[src/irq_enable_pkg.sv]
// ==========================================================================
// register map and field layout of the interrupt enable mask
package irq_enable_pkg;
  localparam logic [7:0] IEM_ADDR          = 8'hA8;
  localparam logic [7:0] IEM_RESET         = 8'h00;
  localparam int         GLOBAL_EN_BIT     = 7;
  localparam int         SPI_EN_BIT        = 6;
  localparam int         TIMER_TWO_EN_BIT  = 5;
  localparam int         SERIAL_EN_BIT     = 4;
  localparam int         TIMER_ONE_EN_BIT  = 3;
  localparam int         EXT_ONE_EN_BIT    = 2;
  localparam int         TIMER_ZERO_EN_BIT = 1;
  localparam int         EXT_ZERO_EN_BIT   = 0;
  localparam int         NUM_SOURCES       = 7;
  // bit address base of a bit-addressable register equals its byte address
  localparam logic [4:0] IEM_BIT_BASE      = 5'h15;
  // values the read port and request flops take in reset and when idle
  localparam logic [7:0] RDATA_IDLE        = 8'h00;
  localparam logic [6:0] GATED_RESET       = 7'h00;
endpackage : irq_enable_pkg

[src/interrupt_enable_mask.sv]
// How it works
// cleared global enable blocks every source request
// set global enable passes a request only when its own enable is set
// bits high to low: global, spi, timer2, serial, timer1, ext1, timer0, ext0
// timer two enable gates both low and high byte overflow flags
// serial port enable bit masks the serial port request
// external input one enable gates the external input one request
// register at address A8, every page, byte and bit access
// enable gating applies even when the pending flag is read-only
// gated requests are sampled and presented once every clock cycle
// timer0, timer1, ext0 enables gate only their own source
`timescale 1ns/1ns
`default_nettype none
module interrupt_enable_mask (
  input  wire logic       CLK,
  input  wire logic       RST,
  input  wire logic [7:0] SFR_ADDR,
  input  wire logic       SFR_WR,
  input  wire logic [7:0] SFR_WDATA,
  input  wire logic       BIT_WR,
  input  wire logic [7:0] BIT_ADDR,
  input  wire logic       BIT_VALUE,
  output logic      [7:0] SFR_RDATA,
  input  wire logic       EXT_ZERO_PENDING,
  input  wire logic       TIMER_ZERO_OVERFLOW_FLAG,
  input  wire logic       EXT_IRQ_INPUT_ONE,
  input  wire logic       TIMER_ONE_OVERFLOW_FLAG,
  input  wire logic       SERIAL_PORT_PENDING,
  input  wire logic       TIMER_TWO_LOW_OVERFLOW_FLAG,
  input  wire logic       TIMER_TWO_HIGH_OVERFLOW_FLAG,
  input  wire logic       SPI_PORT_PENDING,
  output logic      [irq_enable_pkg::NUM_SOURCES-1:0] GATED_REQ
);
  import irq_enable_pkg::*;

  // ========================================================================
  // enable register
  logic [7:0] interrupt_enable_mask_reg;
  logic [7:0] next_mask;
  logic       bit_hit;
  logic       byte_hit;

  // decode byte and bit access, page select ignored
  assign byte_hit = SFR_WR && (SFR_ADDR == IEM_ADDR);
  assign bit_hit  = BIT_WR && (BIT_ADDR[7:3] == IEM_BIT_BASE);

  // next value takes a byte write over a single bit write in the same cycle
  always_comb begin
    next_mask = interrupt_enable_mask_reg;
    if (byte_hit) begin
      next_mask = SFR_WDATA;
    end else if (bit_hit) begin
      next_mask[BIT_ADDR[2:0]] = BIT_VALUE;
    end
  end

  // register update
  always_ff @(posedge CLK) begin
    if (RST) begin
      interrupt_enable_mask_reg <= IEM_RESET;
    end else begin
      interrupt_enable_mask_reg <= next_mask;
    end
  end

  // read back the whole byte at its address
  always_ff @(posedge CLK) begin
    if (RST) begin
      SFR_RDATA <= RDATA_IDLE;
    end else if (SFR_ADDR == IEM_ADDR) begin
      SFR_RDATA <= interrupt_enable_mask_reg;
    end else begin
      SFR_RDATA <= RDATA_IDLE;
    end
  end

  // ========================================================================
  // gating
  logic       global_irq_enable;
  logic [6:0] raw_req;
  logic [6:0] src_enable;

  assign global_irq_enable = interrupt_enable_mask_reg[GLOBAL_EN_BIT];

  // sources in bit order ext0, t0, ext1, t1, serial, t2, spi
  assign raw_req = {SPI_PORT_PENDING,
                    TIMER_TWO_LOW_OVERFLOW_FLAG |
                    TIMER_TWO_HIGH_OVERFLOW_FLAG,
                    SERIAL_PORT_PENDING,
                    TIMER_ONE_OVERFLOW_FLAG,
                    EXT_IRQ_INPUT_ONE,
                    TIMER_ZERO_OVERFLOW_FLAG,
                    EXT_ZERO_PENDING};
  assign src_enable = {interrupt_enable_mask_reg[SPI_EN_BIT],
                       interrupt_enable_mask_reg[TIMER_TWO_EN_BIT],
                       interrupt_enable_mask_reg[SERIAL_EN_BIT],
                       interrupt_enable_mask_reg[TIMER_ONE_EN_BIT],
                       interrupt_enable_mask_reg[EXT_ONE_EN_BIT],
                       interrupt_enable_mask_reg[TIMER_ZERO_EN_BIT],
                       interrupt_enable_mask_reg[EXT_ZERO_EN_BIT]};

  // sampled every cycle, flags need not be clearable
  always_ff @(posedge CLK) begin
    if (RST) begin
      GATED_REQ <= GATED_RESET;
    end else begin
      GATED_REQ <= raw_req & src_enable
                   & {NUM_SOURCES{global_irq_enable}};
    end
  end

  // ========================================================================
  // checks
  logic [2:0] bit_sel;
  logic [6:0] own_enables;

  // bit index of a single bit write, held for the bit write check
  assign bit_sel     = BIT_ADDR[2:0];
  // source enables in register order, for the layout check
  assign own_enables = interrupt_enable_mask_reg[GLOBAL_EN_BIT-1:0];
endmodule : interrupt_enable_mask
`default_nettype wire

[config.mk]
export PLATFORM = sky130hd
export DESIGN_NAME = interrupt_enable_mask
export DESIGN_NICKNAME = d
export VERILOG_FILES = /design/src/irq_enable_pkg.sv /design/src/interrupt_enable_mask.sv
export SDC_FILE = /design/constraint.sdc
export NUM_CORES = 1
export LEC_CHECK = 0
export BUFFER_PORTS_ARGS = -buffer_cell sky130_fd_sc_hd__buf_2
export CORE_MARGIN = 2
export CORE_UTILIZATION = 39
export DETAILED_ROUTE_END_ITERATION = 6
export PLACE_DENSITY = 0.67
export SLEW_MARGIN = 20
export SYNTH_ARGS = -nofsm -noshare
export SYNTH_HDL_FRONTEND = slang
export SYNTH_SLANG_ARGS = --single-unit
[constraint.sdc]
create_clock -name CLK -period 2.9 [get_ports CLK]
set_input_delay 0.435 -clock CLK [delete_from_list [all_inputs] [get_ports CLK]]
set_output_delay 0.435 -clock CLK [all_outputs]
set_load 0.01 [all_outputs]
==> impl_metrics.ini <==
[min_path]
holdCritPathClass = in2reg

[timing]
slew_headroom_pct = 67.0
grt_setup_unrepaired = false
worst_slack_ns = 1.42
final.setup.tns_ns = 0
min_period_over_period_pct = 51.1
setup_viol = 0
hold_slack_ns = 0.352
worstMarginPinSlew_ns = 0.494
hold_violations = 0
max_freq_mhz = 675
drv_slew = 0
skew_ns = 0.00511
period_needed_ns = 1.48

[worst_setup_path]
cp.arrival_ns = 1.65
crit_path_max_fanout = 9
critPathRequiredTime_ns = 3.07
crit_type = in2reg
start_kind = primary input
worstSetupEndpointType = flip-flop

[die]
die_w_um = 54.1
die_y_um = 54.1
initial_utilization_pct = 40.2
die_area_um2 = 2930
rows = 18
coreArea_um2 = 2430
ioPinCount = 52

[synth]
yosysUniqueCellTypes = 29
syn-cell-area_um2 = 978
synthCells = 96
syn-mean-instance-area_um2 = 10.2
synth_largest_area_cell = dfxtp_1
synth.top_cells.by_area = dfxtp_1 (47%), a311oi_1 (7.2%), nor4_1 (5.1%)
yosysWarnings = 0
synth_top_area_share_pct = 47.1
ys_seq_area_share_pct = 47.1
postSynthNetCount = 133
ys_ff_latch = 23

[final_layout]
num_antenna_cells = 0
layout_commonest_cell = buf_2
final_cell_mix = buf_2 (51), dfxtp_1 (23), nor4_1 (8), a311oi_1 (8)
final_layout_size_suffix_gt1_share_pct = 38.6
syn2layout_area_growth_pct = 29.4
nFillCells = 242
fin_nets = 183

[clock_tree]
clock_path_buffers = 2
cts.sinks = 23
htree_levels = 1
cts_setup_buffers = 0
cts_made_buffers = 3
postCtsHoldBufs = 0
root_buffer = clkbuf_4
cts_tree = done
clk_pin_slew_ns = 0.12
cts_resized = 0
clkLatencyLatePin_ns = 0.30

[placement]
dp_hpwl_um = 1810
pre_cts_ws_ns = 1.08
place_congestion = 0.785
port-buffer-count = 51

[global_route]
grt_pass1_wl_um = 3570
grt_max_degree = 13
grt_pass1_vias = 855
antenna_found_initial = 0
grtUsageTotal_pct = 17.3
overflow = 0

[route]
vias = 968
drt_pre_antenna_iters = 4
drt_iter0_markers = 22
antenna_left = 0
drc_errors = 0
routed_wl_um = 2300
wl_per_cell_um = 13.1
via_per_inst = 5.53

[power_and_ir_drop]
peakVddDrop_uv = 276
p_leak_nw = 0.574
power_density_nw_per_um2 = 402

[flow_run]
maxCapViolCount = 0

[status]
status = completed
critical path, cell delays in order:
cell	delay, ns
buf_2	0.10
or4b_1	0.71
nor4_1	0.32
a311oi_1	0.09
metrics by stage:
stage / cells / total power (W) / area, um^2 / utilization (%)
detailed placement: 171 / 0.000373 / 1240 / 51.0
finish: 175 / 0.000509 / 1270 / 52.1
global placement: 171 / 0.000372 / 1240 / 51.0
CTS: 175 / 0.000515 / 1270 / 52.1
global route: 175 / 0.000532 / 1270 / 52.1
floorplan: 96 / 0.000345 / 978 / -
path summary, 6_finish.rpt:
check	from	end	slack, ns	cells past startpoint
setup / recovery	SFR_ADDR[1]	interrupt_enable_mask_reg[0]$_SDFFE_PP0P_	1.42	4
hold / removal	EXT_IRQ_INPUT_ONE	GATED_REQ[2]$_SDFF_PP0_	0.35	2
setup reg to reg	interrupt_enable_mask_reg[7]$_SDFFE_PP0P_	GATED_REQ[0]$_SDFF_PP0_	1.84	2
hold reg to reg	interrupt_enable_mask_reg[5]$_SDFFE_PP0P_	GATED_REQ[5]$_SDFF_PP0_	0.47	1
cell type report:
type | instances | area, um^2 | area share, %
repair buffers | 51 | 255 | 20.2
flip-flops and latches | 23 | 460 | 36.4
clock buffers | 4 | 26.3 | 2.08
inverters | 1 | 3.75 | 0.296
well taps | 30 | 37.5 | 2.96
multi-input cells | 66 | 483 | 38.1
synthesized netlist by cell type:
cell type	number
nand2b_1	2
dfxtp_1	23
and3_1	7
nor3_4	1
nor4_1	8
clkbuf_1	3
a311oi_1	8
and4b_1	2
buf_1	1
nor4bb_1	1
buf_2	1
o41ai_1	2
nand3_1	7
nand2_1	1
o211a_1	1
buf_6	1
and4bb_2	1
o31ai_1	6
and2_1	7
nand4_1	2
nand4b_1	1
nor2b_1	3
nand4bb_1	1
inv_1	1
nor2_1	1
nand3b_1	1
nor4b_1	1
or4bb_1	1
or4b_1	1
logic make-up after synthesis:
family          count (synthesis)  share of synthesized area, %
compound gates                 17                          14.6
simple gates                   49                          34.8
buf+inv                         7                          3.58
flops                          23                          47.1
per-layer routing:
layer	GRT usage, %	vias up	part of all wire [%]
li1	-	482	-
met1	19.9	439	42
met2	31.5	45	50
met3	1.67	2	7.4
met4	8.75	0	0.96
met5	0	-	0
power breakdown:
part	internal [W]	total, W	switching [W]
sequential	0.000316	0.000316	0.000000257
combinational	0.0000240	0.0000492	0.0000252
clock	0.0000536	0.000143	0.0000898
(Power assumes the default switching activity.)
